<file path="config.mk">
export PLATFORM = sky130hd
export DESIGN_NAME = adcpc_top
export DESIGN_NICKNAME = d
export VERILOG_FILES = /design/src/include/adcpc_pkg.sv /design/src/verilog/adcpc_buf2.sv /design/src/verilog/adcpc_top.sv
export VERILOG_INCLUDE_DIRS = /design/src /design/src/include
export SDC_FILE = /design/constraint.sdc
export NUM_CORES = 1
export LEC_CHECK = 0
export ABC_AREA = 1
export BUFFER_PORTS_ARGS = -buffer_cell sky130_fd_sc_hd__buf_4
export CAP_MARGIN = 20
export CORE_ASPECT_RATIO = 0.6
export CORE_MARGIN = 5
export CORE_UTILIZATION = 61
export DETAILED_ROUTE_END_ITERATION = 8
export PLACE_DENSITY = 0.8
export SKIP_CTS_REPAIR_TIMING = 1
export SLEW_MARGIN = 20
export SYNTH_ARGS = -nofsm -noshare
export SYNTH_HDL_FRONTEND = slang
export SYNTH_SLANG_ARGS = --single-unit
</file>
<file path="constraint.sdc">
create_clock -name mclk -period 2.9 [get_ports mclk]
set_clock_uncertainty 0.1 [all_clocks]
set_input_delay 0.29 -clock mclk [delete_from_list [all_inputs] [get_ports mclk]]
set_output_delay 0.29 -clock mclk [all_outputs]
set_load 0.005 [all_outputs]
</file>
<file path="src/include/adcpc_defines.svh">
// Timing, width and reset constants of the converter control block.
// Assumes a 40 MHz mclk; included by the design modules and the test modules.
`ifndef ADCPC_DEFINES_SVH
`define ADCPC_DEFINES_SVH

// Clock and conversion timing, in nanoseconds as given.
`define ADCPC_MCLK_NS         25
`define ADCPC_INT_PERIOD_NS   67
`define ADCPC_INT_MAX_NS      900
`define ADCPC_INT_DIV_CYC     (`ADCPC_INT_PERIOD_NS / `ADCPC_MCLK_NS)
`define ADCPC_INT_MAX_CYC     (`ADCPC_INT_MAX_NS / `ADCPC_MCLK_NS)
`define ADCPC_CONV_TICKS      13

// Widths and reset values.
`define ADCPC_RESULT_W        12
`define ADCPC_CNT_W           4
`define ADCPC_RESULT_RST      12'h000
`define ADCPC_BUF_DEPTH       2

// Bit positions inside the pin synchroniser vector.
`define ADCPC_SI_START        0
`define ADCPC_SI_PD           1
`define ADCPC_SI_ECLK         2
`define ADCPC_SI_MODE         3
`define ADCPC_SI_CS           4
`define ADCPC_SI_RD           5
`define ADCPC_SI_N            6
// Idle levels of the synchronised pins: select and read strobe high, the rest low.
`define ADCPC_SI_RST          6'h30

`endif

</file>
<file path="src/include/adcpc_pkg.sv">
// Types shared by the converter control block.
// Assumes nothing beyond the defines header.
package adcpc_pkg;

    // Conversion sequencer states; code 2'b11 is unused.
    typedef enum logic [1:0] {
        ST_TRACK = 2'b00,
        ST_CONV  = 2'b01,
        ST_PUSH  = 2'b10
    } adcpc_state_t;

endpackage : adcpc_pkg

</file>
<file path="src/verilog/adcpc_buf2.sv">
// Small valid/ready buffer between the converter and the output latch.
// Assumes one clock, synchronous active-high reset and a clock enable.
`include "adcpc_defines.svh"
module adcpc_buf2 #(
    parameter int W     = `ADCPC_RESULT_W,
    parameter int DEPTH = `ADCPC_BUF_DEPTH
) (
    // Clock, reset, enable.
    input  wire logic         mclk,
    input  wire logic         srst,
    input  wire logic         ce,
    // Filling side.
    input  wire logic         in_valid,
    output logic              in_ready,
    input  wire logic [W-1:0] in_data,
    // Draining side.
    output logic              out_valid,
    input  wire logic         out_ready,
    output logic [W-1:0]      out_data
);
    import adcpc_pkg::*;

    localparam int AW = (DEPTH > 1) ? $clog2(DEPTH) : 1;

    logic [W-1:0] mem_ff [DEPTH];
    logic [AW-1:0] wr_ptr_ff;
    logic [AW-1:0] rd_ptr_ff;
    logic [AW:0]   count_ff;
    logic          push;
    logic          pop;

    // Advances a pointer and wraps it at the buffer depth.
    function automatic logic [AW-1:0] next_ptr(input logic [AW-1:0] p);
        return (p == AW'(DEPTH - 1)) ? '0 : AW'(p + 1'b1);
    endfunction : next_ptr

    // Honest full and empty flags straight from the occupancy count.
    assign in_ready  = (count_ff != (AW+1)'(DEPTH));
    assign out_valid = (count_ff != '0);
    assign out_data  = mem_ff[rd_ptr_ff];
    assign push      = in_valid && in_ready;
    assign pop       = out_valid && out_ready;

    // Storage write.
    always_ff @(posedge mclk) begin
        if (ce && push) begin
            mem_ff[wr_ptr_ff] <= in_data;
        end
    end

    // Pointers and occupancy.
    always_ff @(posedge mclk) begin
        if (srst) begin
            wr_ptr_ff <= '0;
            rd_ptr_ff <= '0;
            count_ff  <= '0;
        end else if (ce) begin
            if (push) begin
                wr_ptr_ff <= next_ptr(wr_ptr_ff);
            end
            if (pop) begin
                rd_ptr_ff <= next_ptr(rd_ptr_ff);
            end
            count_ff <= (AW+1)'(count_ff + (AW+1)'(push) - (AW+1)'(pop));
        end
    end

endmodule : adcpc_buf2

</file>
<file path="src/verilog/adcpc_top.sv">
// Digital control and readout of a single-channel 12-bit sampling converter.
// Assumes pins arrive asynchronously to mclk (40 MHz) and the converted code on adc_code is mclk-synchronous.
//
// Contract
// RQ1: Result is a 12-bit word, driven only while read strobe and select are low.
// RQ2: Chip select low enables the interface; high floats all twelve outputs.
// RQ3: Host pulls read strobe low; device then presents the latched result.
// RQ4: Completion flag falls at completion, rises at next conversion-clock edge or start fall; in internal mode the code raises it at the second tick.
// RQ5: Last-done flag falls at final completion, stays low until start falls.
// RQ6: A rising start edge begins the conversion.
// RQ7: Sample taken at start rise; track while start low, hold while high.
// RQ8: Host keeps start low at least 100 ns before raising it.
// RQ9: Host keeps the acquisition interval no longer than 1 ms.
// RQ10: Clock-source strap high picks internal oscillator, low the external clock.
// RQ11: Host gives external clock of 100 kHz to 20 MHz, else ties it low.
// RQ12: Power-down high puts the device in shutdown; low is normal operation.
// RQ13: Write strobe and channel power-down inputs have no effect.
// RQ14: Device sustains 1075 ksps with result ready 0.72 us after sampling.
// RQ15: A conversion takes exactly thirteen conversion-clock periods.
// RQ16: Start falling mid-conversion aborts it and begins a new acquisition.
// RQ17: In internal mode flags fall within 900 ns of start rising.
// RQ18: A falling power-down edge starts a conversion like a start rise.
// RQ19: The latest result stays stable until the next conversion overwrites it.
`include "adcpc_defines.svh"
module adcpc_top #(
    parameter int RESULT_W   = `ADCPC_RESULT_W,
    parameter int CONV_TICKS = `ADCPC_CONV_TICKS
) (
    // Clock, reset, enable.
    input  wire logic                  mclk,
    input  wire logic                  srst,
    input  wire logic                  ce,
    // Converter pins from the host.
    input  wire logic                  sample_start,
    input  wire logic                  power_down,
    input  wire logic                  clock_source_select,
    input  wire logic                  ext_clk,
    input  wire logic                  cs_n,
    input  wire logic                  rd_n,
    input  wire logic                  wr_unused_n,
    input  wire logic                  channel_power_down_unused,
    // Code from the comparator array.
    input  wire logic [RESULT_W-1:0]   adc_code,
    // Result bus, split into level and enable.
    output logic [RESULT_W-1:0]        result_bus,
    output logic                       result_bus_oe,
    // Status pins.
    output logic                       conv_done_flag_n,
    output logic                       last_done_flag_n,
    output logic                       track_hold,
    output logic                       shutdown_active,
    output adcpc_pkg::adcpc_state_t    conv_state
);
    import adcpc_pkg::*;

    localparam int CW      = `ADCPC_CNT_W;
    localparam int DIV_CYC = `ADCPC_INT_DIV_CYC;
    localparam int INT_MAX = `ADCPC_INT_MAX_CYC;

    ////////////////////////////////////////////////////////////////////////////
    // Pin synchronisers and edge detection.

    logic [`ADCPC_SI_N-1:0] sync1_ff;
    logic [`ADCPC_SI_N-1:0] sync2_ff;
    logic [`ADCPC_SI_N-1:0] prev_ff;

    // Detects a rising edge between two samples.
    function automatic logic rise(input logic cur, input logic prv);
        return cur & ~prv;
    endfunction : rise

    // Every pin that is read passes two flops; logic reads the second stage, and edge detection also reads a third stage.
    // Reset loads the idle pin levels, so no read or edge is seen after reset.
    always_ff @(posedge mclk) begin
        if (srst) begin
            sync1_ff <= `ADCPC_SI_RST; // [RQ2]
            sync2_ff <= `ADCPC_SI_RST;
            prev_ff  <= `ADCPC_SI_RST;
        end else if (ce) begin
            sync1_ff <= {rd_n, cs_n, clock_source_select, ext_clk, power_down, sample_start};
            sync2_ff <= sync1_ff;
            prev_ff  <= sync2_ff;
        end
    end

    logic start_s, pd_s, int_mode, reading;
    logic start_rise, start_fall, pd_fall, eclk_rise;
    assign start_s    = sync2_ff[`ADCPC_SI_START];
    assign pd_s       = sync2_ff[`ADCPC_SI_PD];
    assign int_mode   = sync2_ff[`ADCPC_SI_MODE]; // [RQ10]
    assign reading    = !sync2_ff[`ADCPC_SI_CS] && !sync2_ff[`ADCPC_SI_RD]; // [RQ3]
    assign start_rise = rise(start_s, prev_ff[`ADCPC_SI_START]);
    assign start_fall = rise(prev_ff[`ADCPC_SI_START], start_s);
    assign pd_fall    = rise(prev_ff[`ADCPC_SI_PD], pd_s);
    assign eclk_rise  = rise(sync2_ff[`ADCPC_SI_ECLK], prev_ff[`ADCPC_SI_ECLK]);
    // The write strobe and channel power-down pins are deliberately left unread. [RQ13]

    ////////////////////////////////////////////////////////////////////////////
    // Conversion clock: internal divider or external clock edges.

    logic [CW-1:0] div_ff;
    logic          conv_tick;

    // Internal oscillator stand-in; its period keeps 13 ticks well under 0.72 us. [RQ14]
    always_ff @(posedge mclk) begin
        if (srst) begin
            div_ff <= '0;
        end else if (ce) begin
            div_ff <= (div_ff == CW'(DIV_CYC - 1)) ? '0 : CW'(div_ff + 1'b1);
        end
    end

    assign conv_tick = int_mode ? (div_ff == CW'(DIV_CYC - 1)) : eclk_rise; // [RQ10]

    ////////////////////////////////////////////////////////////////////////////
    // Conversion sequencer and track-and-hold.

    adcpc_state_t        st_ff;
    logic [CW-1:0]       tick_cnt_ff;
    logic [RESULT_W-1:0] held_ff;
    logic                go;
    logic                buf_in_ready;
    logic                buf_out_valid;
    logic [RESULT_W-1:0] buf_out_data;
    logic                out_load;

    // Start on a rising start edge or on leaving shutdown. [RQ6] [RQ18]
    assign go = (st_ff == ST_TRACK) && ((start_rise && !pd_s) || pd_fall);

    // Sequencer: abort on start fall, finish after exactly the tick count.
    always_ff @(posedge mclk) begin
        if (srst) begin
            st_ff       <= ST_TRACK;
            tick_cnt_ff <= '0;
        end else if (ce) begin
            unique case (st_ff)
                ST_TRACK: begin
                    tick_cnt_ff <= '0;
                    if (go) begin
                        st_ff <= ST_CONV; // [RQ6]
                    end
                end
                ST_CONV: begin
                    if (pd_s || start_fall) begin
                        st_ff <= ST_TRACK; // [RQ16] [RQ12]
                    end else if (conv_tick) begin
                        if (tick_cnt_ff == CW'(CONV_TICKS - 1)) begin
                            st_ff <= ST_PUSH; // [RQ15]
                        end else begin
                            tick_cnt_ff <= CW'(tick_cnt_ff + 1'b1);
                        end
                    end
                end
                ST_PUSH: begin
                    // Waits here while the buffer is full.
                    if (pd_s || buf_in_ready) begin
                        st_ff <= ST_TRACK;
                    end
                end
                default: begin
                    st_ff <= ST_TRACK;
                end
            endcase
        end
    end

    // Sampling instant captures the code; hold level follows the start pin. [RQ7]
    always_ff @(posedge mclk) begin
        if (srst) begin
            held_ff    <= `ADCPC_RESULT_RST;
            track_hold <= 1'b0;
        end else if (ce) begin
            track_hold <= start_s;
            if (go) begin
                held_ff <= adc_code;
            end
        end
    end

    ////////////////////////////////////////////////////////////////////////////
    // Result buffer and output latch.

    adcpc_buf2 #(
        .W     (RESULT_W),
        .DEPTH (`ADCPC_BUF_DEPTH)
    ) u_buf (
        .mclk      (mclk),
        .srst      (srst),
        .ce        (ce),
        .in_valid  ((st_ff == ST_PUSH) && !pd_s),
        .in_ready  (buf_in_ready),
        .in_data   (held_ff),
        .out_valid (buf_out_valid),
        .out_ready (!reading),
        .out_data  (buf_out_data)
    );

    // A new result never replaces the latch while the host reads it. [RQ19]
    assign out_load = buf_out_valid && !reading;

    // Output latch and bus enable from the synchronised strobes. [RQ1] [RQ2]
    always_ff @(posedge mclk) begin
        if (srst) begin
            result_bus    <= `ADCPC_RESULT_RST;
            result_bus_oe <= 1'b0;
        end else if (ce) begin
            result_bus_oe <= reading; // [RQ1] [RQ2] [RQ3]
            if (out_load) begin
                result_bus <= buf_out_data; // [RQ19]
            end
        end
    end

    ////////////////////////////////////////////////////////////////////////////
    // Completion flags and shutdown status.

    logic eoc_armed_ff;

    // Completion flag: set wins over clear; internal mode waits one full tick.
    always_ff @(posedge mclk) begin
        if (srst) begin
            conv_done_flag_n <= 1'b1;
            eoc_armed_ff     <= 1'b0;
        end else if (ce) begin
            if (pd_s) begin
                conv_done_flag_n <= 1'b1; // [RQ12]
                eoc_armed_ff     <= 1'b0;
            end else if (out_load) begin
                conv_done_flag_n <= 1'b0; // [RQ4] [RQ17]
                eoc_armed_ff     <= !int_mode;
            end else if (start_fall || (conv_tick && eoc_armed_ff)) begin
                conv_done_flag_n <= 1'b1; // [RQ4]
            end else if (conv_tick) begin
                eoc_armed_ff <= 1'b1;
            end
        end
    end

    // Every conversion ends a one-conversion sequence. [RQ5]
    always_ff @(posedge mclk) begin
        if (srst) begin
            last_done_flag_n <= 1'b1;
            shutdown_active  <= 1'b0;
            conv_state       <= ST_TRACK;
        end else if (ce) begin
            shutdown_active <= pd_s; // [RQ12]
            conv_state      <= st_ff;
            if (pd_s) begin
                last_done_flag_n <= 1'b1;
            end else if (out_load) begin
                last_done_flag_n <= 1'b0; // [RQ5]
            end else if (start_fall) begin
                last_done_flag_n <= 1'b1; // [RQ5]
            end
        end
    end
endmodule : adcpc_top

</file>
==> metrics.txt, run 1 <==
status=finished, final reports clean; Yosys top cell area share=0.360; Die X=105 µm; fin crit share=0.693; Worst path max stage delay=0.44 ns; Gate power share=0.115; worst slew pin tran=0.654 ns; Via Count=2624; CTS H-tree lvls=3; cell area after synthesis=3280 µm²; worst hold-check path type=in -> reg; Net Sw Frac=0.248; Final HPWL DP=4580 µm; relative slew slack=0.564; Setup Viol. Count Final=0; Clk Latency, worst-skew pair=0.35 ns; pwr dens=625 nW/µm²; Leakage=1.56 nW; Fin. Hold Viols=0; FILL cells=377; RR Endpoint=u_buf.count_ff[1]; fmax=498 MHz; Startpoint Class=register; VDD IR max=0.505 mV; reg2reg start=u_buf.count_ff[0]; n_diodes=0; Synth-to-Final Area Change=16.8%; drt via density=5.32; Worst setup EP type=register; Synth cell types=25; Final Wtd Congestion=0.814; die area=6990 µm²; sequential group share of total power=0.533; die height=66.8 µm; worst hold stages=3; Synth Register Bits=83; Clock Sinks=83; pin count of the biggest net entering global routing=36; Period minus WS final=2.01 ns; first-pass GRT wire length=11500 µm; syn nets=411; Switch Pwr=594 µW; Mapped Avg Cell Area=8.54 µm²; wire per inst=13.6 µm; Hold Slack=0.0499 ns; max cap viols=0; Starting Density=0.639; worst-case clock buffer depth=2; YS warnings=0; Final nets=449; CP max stage cell=a21oi_4; DR pass1 iterations=5; critical path peak fanout=17; PnR worst setup slack=0.891 ns; r2r setup slk=0.89 ns; unrepaired setup endpoints after global routing=false; post-synth top area cell=dfxtp_1; Clk pwr share=0.352; max-slew violations=0; initial antenna violation count=0; Synth area leaders=dfxtp_1, edfxtp_1, nand2_1; Cells after Synth=384; Pint=1.80 mW; Critical Path RT=3.08 ns; Worst Hold End=sync1_ff[5]; DRC=0; share of cells above drive strength 1=0.152; Core Area=5130 µm²; Placement Setup Slack=0.920 ns; CP Data Arrival Time=2.19 ns; # port buffers=39; total track usage=0.208; Setup TNS Final=0 ns; global route total overflow=0; crit-path cells=inv_1 > a21oi_4 > ha_1 > inv_1 > ha_1 > a21oi_1 > o21a_1 > o21ai_0 > a21oi_1; DR iter-0 viols=168; sequential share of the synthesized area=0.580; final WL=6730 µm; via count of the first global-routing pass=2538; clk root buf=clkbuf_8; ANT nets after route=0; Crit Path Class=reg -> reg; post-layout util=0.746; Clock transition at path regs=0.08 ns; I/O Pins=42; min-delay src=rd_n; Num CTS Buffers=9; CTS tree=yes; row cnt=20; R2R depth=9
cell usage after synthesis:
library cell / number
nand3b_1: 3
edfxtp_1: 24
o211ai_1: 1
inv_2: 2
ha_1: 4
nand2_1: 98
a21oi_1: 42
a21oi_4: 1
xor2_1: 2
a31oi_1: 1
o21ai_0: 18
nand2_2: 1
clkinv_1: 1
nand3_1: 43
o21a_1: 2
dfxtp_1: 59
a211oi_1: 1
xnor2_1: 1
inv_1: 20
nor2_4: 1
buf_2: 4
clkbuf_1: 13
nor3_1: 3
buf_4: 2
nor2_1: 37
power by group through the flow:
stage | combinational [mW] | sequential, mW | clock (mW)
detailed placement | 0.274 | 1.30 | 0
global placement | 0.265 | 1.30 | 0
floorplan | 0.179 | 1.29 | 0
finish | 0.276 | 1.28 | 0.843
CTS | 0.276 | 1.28 | 0.855
global route | 0.312 | 1.28 | 0.918
state kept, by name (all words and copies together), names as in the netlist:
signal	count
u_buf.mem_ff	24
held_ff	12
result_bus	12
sync1_ff	6
sync2_ff	6
div_ff	4
tick_cnt_ff	4
prev_ff	3
conv_state	2
st_ff	2
u_buf.count_ff	2
conv_done_flag_n	1
eoc_armed_ff	1
last_done_flag_n	1
result_bus_oe	1
u_buf.rd_ptr_ff	1
u_buf.wr_ptr_ff	1
through the flow:
| stage | std cells | total power, mW | area, µm² |
|---|---|---|---|
| floorplan | 384 | 1.47 | 3280 |
| global placement | 477 | 1.56 | 3620 |
| detailed placement | 477 | 1.58 | 3620 |
| CTS | 493 | 2.41 | 3830 |
| global route | 493 | 2.51 | 3830 |
| finish | 493 | 2.39 | 3830 |
area by class of cell:
| cell class | instances | area, µm² | area share |
|---|---|---|---|
| multi-input cells | 259 | 1210 | 0.315 |
| clock buffers | 12 | 156 | 0.0408 |
| well taps | 66 | 82.6 | 0.0216 |
| clock inverters | 4 | 50.0 | 0.0131 |
| inverters | 23 | 86.3 | 0.0225 |
| repair buffers | 46 | 345 | 0.0902 |
| flip-flops and latches | 83 | 1900 | 0.497 |
placed cells by master (no fill, tap or decap), types with 4 or more instances in the layout:
cell type / n
dfxtp_1: 59
ha_1: 4
a21oi_1: 42
nand2_1: 98
nor2_1: 37
clkbuf_8: 9
nand3_1: 43
edfxtp_1: 24
o21ai_0: 18
buf_4: 46
inv_1: 20
worst max-delay path by stage:
| stage | from | end | cells after the start |
|---|---|---|---|
| finish | u_buf.count_ff[0] | u_buf.count_ff[1] | 9 |
| global route | u_buf.count_ff[0] | u_buf.count_ff[1] | 9 |
| CTS | u_buf.count_ff[0] | u_buf.count_ff[1] | 9 |
| detailed placement | u_buf.count_ff[0] | u_buf.count_ff[1] | 9 |
| global placement | u_buf.count_ff[1] | u_buf.count_ff[1] | 9 |
| floorplan | st_ff[1] | u_buf.mem_ff[1][0] | 6 |
kinds of logic after synthesis:
kind of cell	Yosys count	share of synthesized area
simple gates	186	0.237
flops	83	0.580
compound gates	66	0.108
xor+xnor	3	0.00802
buf+inv	42	0.0519
fa+ha+maj	4	0.0153
layer usage:
metal | track usage | routed length [µm] | up-vias
met1 | 0.263 | 3130 | 1204
met3 | 0.0668 | 403 | 10
li1 | - | - | 1351
met2 | 0.338 | 3110 | 59
met5 | 0 | 0 | -
met4 | 0.0734 | 84 | 0
worst max-delay path: cells and delay by family (launching register included):
kind	cells	cell delay, ns
flip-flops	1	0.34
AO/OA/AOI/OAI	5	0.96
buffers and inverters	2	0.13
adder cells (fa/ha/maj)	2	0.42
Note: power is estimated with default switching activity, not from simulation.
==> inputs of run 2 (changes only) <==
- CORE_UTILIZATION: 61 -> 57
- PLACE_DENSITY: 0.8 -> 0.76
- clock period: 2.9 -> 2.1 ns (I/O delays scaled with it)
==> run 2 against run 1 <==
  * Sequential power increased by 37%
  * Via count decreased by 1.2%
  * Design area increased by 1.4%
  * Die area increased by 6.1%
  * Register-to-register slack got worse by 0.64 ns
  * Largest cell class unchanged
  * Setup slack got worse by 0.64 ns
  * Combinational power increased by 43%
  * Highest routed layer unchanged
  * Largest power group unchanged
==> metrics.txt, run 2 (synthesized netlist as in run 1, its figures left out) <==
Largest Register=u_buf.mem_ff; global route total overflow=0; Clk Latency, worst-skew pair=0.35 ns; Worst Setup SP=sync2_ff[4]; reg2reg start=sync2_ff[4]; RR Endpoint=u_buf.count_ff[1]; Setup TNS Final=0 ns; critical path peak fanout=2; r2r setup slk=0.25 ns; M2 GR Usage=0.284; Startpoint Class=register; CTS H-tree lvls=3; Num CTS Buffers=9; R2R depth=9; post-layout util=0.697; Hold Slack=0.0368 ns; Regs by FF count=u_buf.mem_ff x24, held_ff x12, result_bus x12; fmax=541 MHz; Critical Path RT=2.28 ns; min-delay src=adc_code[5]; CP Data Arrival Time=2.03 ns; total track usage=0.197; ANT nets after route=0; die height=68.7 µm; relative slew slack=0.568; Worst Hold End=held_ff[5]; # port buffers=39; CP max stage cell=dfxtp_1; area post-placement=3640 µm²; Leakage=1.58 nW; CTS tree=yes; Fin. Hold Viols=0; Worst setup EP type=register; Starting Density=0.588; Period minus WS final=1.85 ns; first-pass GRT wire length=11000 µm; Final HPWL DP=4690 µm; initial antenna violation count=0; unrepaired setup endpoints after global routing=false; Via Count=2592; fin crit share=0.880; Clock Sinks=83; finished layout cell area=3880 µm²; Final Wtd Congestion=0.819; wire per inst=13.1 µm; DR iter-0 viols=142; n_diodes=0; GRT Max-Usage Layer=met2; Final nets=455; Core Area=5570 µm²; worst slew pin tran=0.648 ns; row cnt=21; die area=7420 µm²; most frequent cells in the layout=nand2_1, dfxtp_1, buf_4; most common cell after layout, fill and taps aside=nand2_1; Setup Viol. Count Final=0; final WL=6740 µm; Worst path max stage delay=0.32 ns; max-slew violations=0; drt via density=5.05; VDD IR max=0.442 mV; worst hold stages=3; DR pass1 iterations=5; PnR worst setup slack=0.252 ns; Synth-to-Final Area Change=18.5%; global routing usage on met1=0.276; pin count of the biggest net entering global routing=36; Crit Path Class=reg -> reg; worst hold-check path type=in -> reg; share of cells above drive strength 1=0.150; met3 Usage GRT=0.0809; Clock transition at path regs=0.07 ns; clk root buf=clkbuf_8; max cap viols=0; I/O Pins=42; pwr dens=829 nW/µm²; status=finished, final reports clean; worst-case clock buffer depth=2; Largest register FFs=24; Die X=108 µm; crit-path cells=nor2_1 > a21oi_4 > ha_1 > inv_1 > ha_1 > a21oi_1 > o21a_1 > o21ai_0 > a21oi_1; Placement Setup Slack=0.267 ns; via count of the first global-routing pass=2346; DRC=0
[run 2: cell types whose count changed in the layout (fill, tap and decap cells not counted)]
cell,before,now
dlygate4sd3_1,0,6
clkinv_2,1,3
clkbuf_1,2,1
clkbuf_16,1,0
clkinv_1,1,2
clkinvlp_4,2,1
[run 2: layer usage]
layer  routed length, µm  share of wire  vias up
met5                   0              0        -
met4                  81          0.012        0
met3                 471          0.070        9
met2                2650           0.39       71
met1                3540           0.52     1154
li1                    -              -     1358
[run 2: worst max-delay path, delay by kind of cell (launching register included)]
family,cells,cell delay (ns)
simple gates,1,0.23
flops,1,0.32
fa+ha+maj,2,0.49
buf+inv,1,0.04
compound gates,5,0.60
[run 2: final cells by class]
cell class / instances / area (µm²)
timing repair buffer: 52 / 405
fill: 461 / 1690
multi-input combinational: 259 / 1210
tap: 80 / 100
clock inverter: 6 / 56.3
sequential: 83 / 1900
clock buffer: 10 / 128
inverter: 23 / 86.3
[run 2: stage by stage]
| stage | power, mW | cells |
|---|---|---|
| after global routing | 3.38 | 513 |
| after floorplan | 2.03 | 384 |
| after global placement | 2.16 | 491 |
| after CTS | 3.23 | 507 |
| final | 3.22 | 513 |
| after detailed placement | 2.18 | 491 |
[run 2: worst max-delay path by stage]
stage / to / slack, ns / cells after the start
after floorplan: u_buf.mem_ff[1][0] / 0.21 / 6
after global placement: u_buf.count_ff[1] / 0.38 / 9
after detailed placement: u_buf.count_ff[1] / 0.27 / 9
after CTS: u_buf.count_ff[1] / 0.25 / 9
after global routing: u_buf.count_ff[1] / 0.04 / 9
final: u_buf.count_ff[1] / 0.25 / 9
[run 2: where the power goes]
part           switching, mW  total, mW  internal (mW)  leakage [nW]
clock                  0.529       1.07          0.539        0.0935
combinational          0.231      0.394          0.163         0.812
sequential            0.0440       1.76           1.71         0.677
total                  0.805       3.22           2.42          1.58
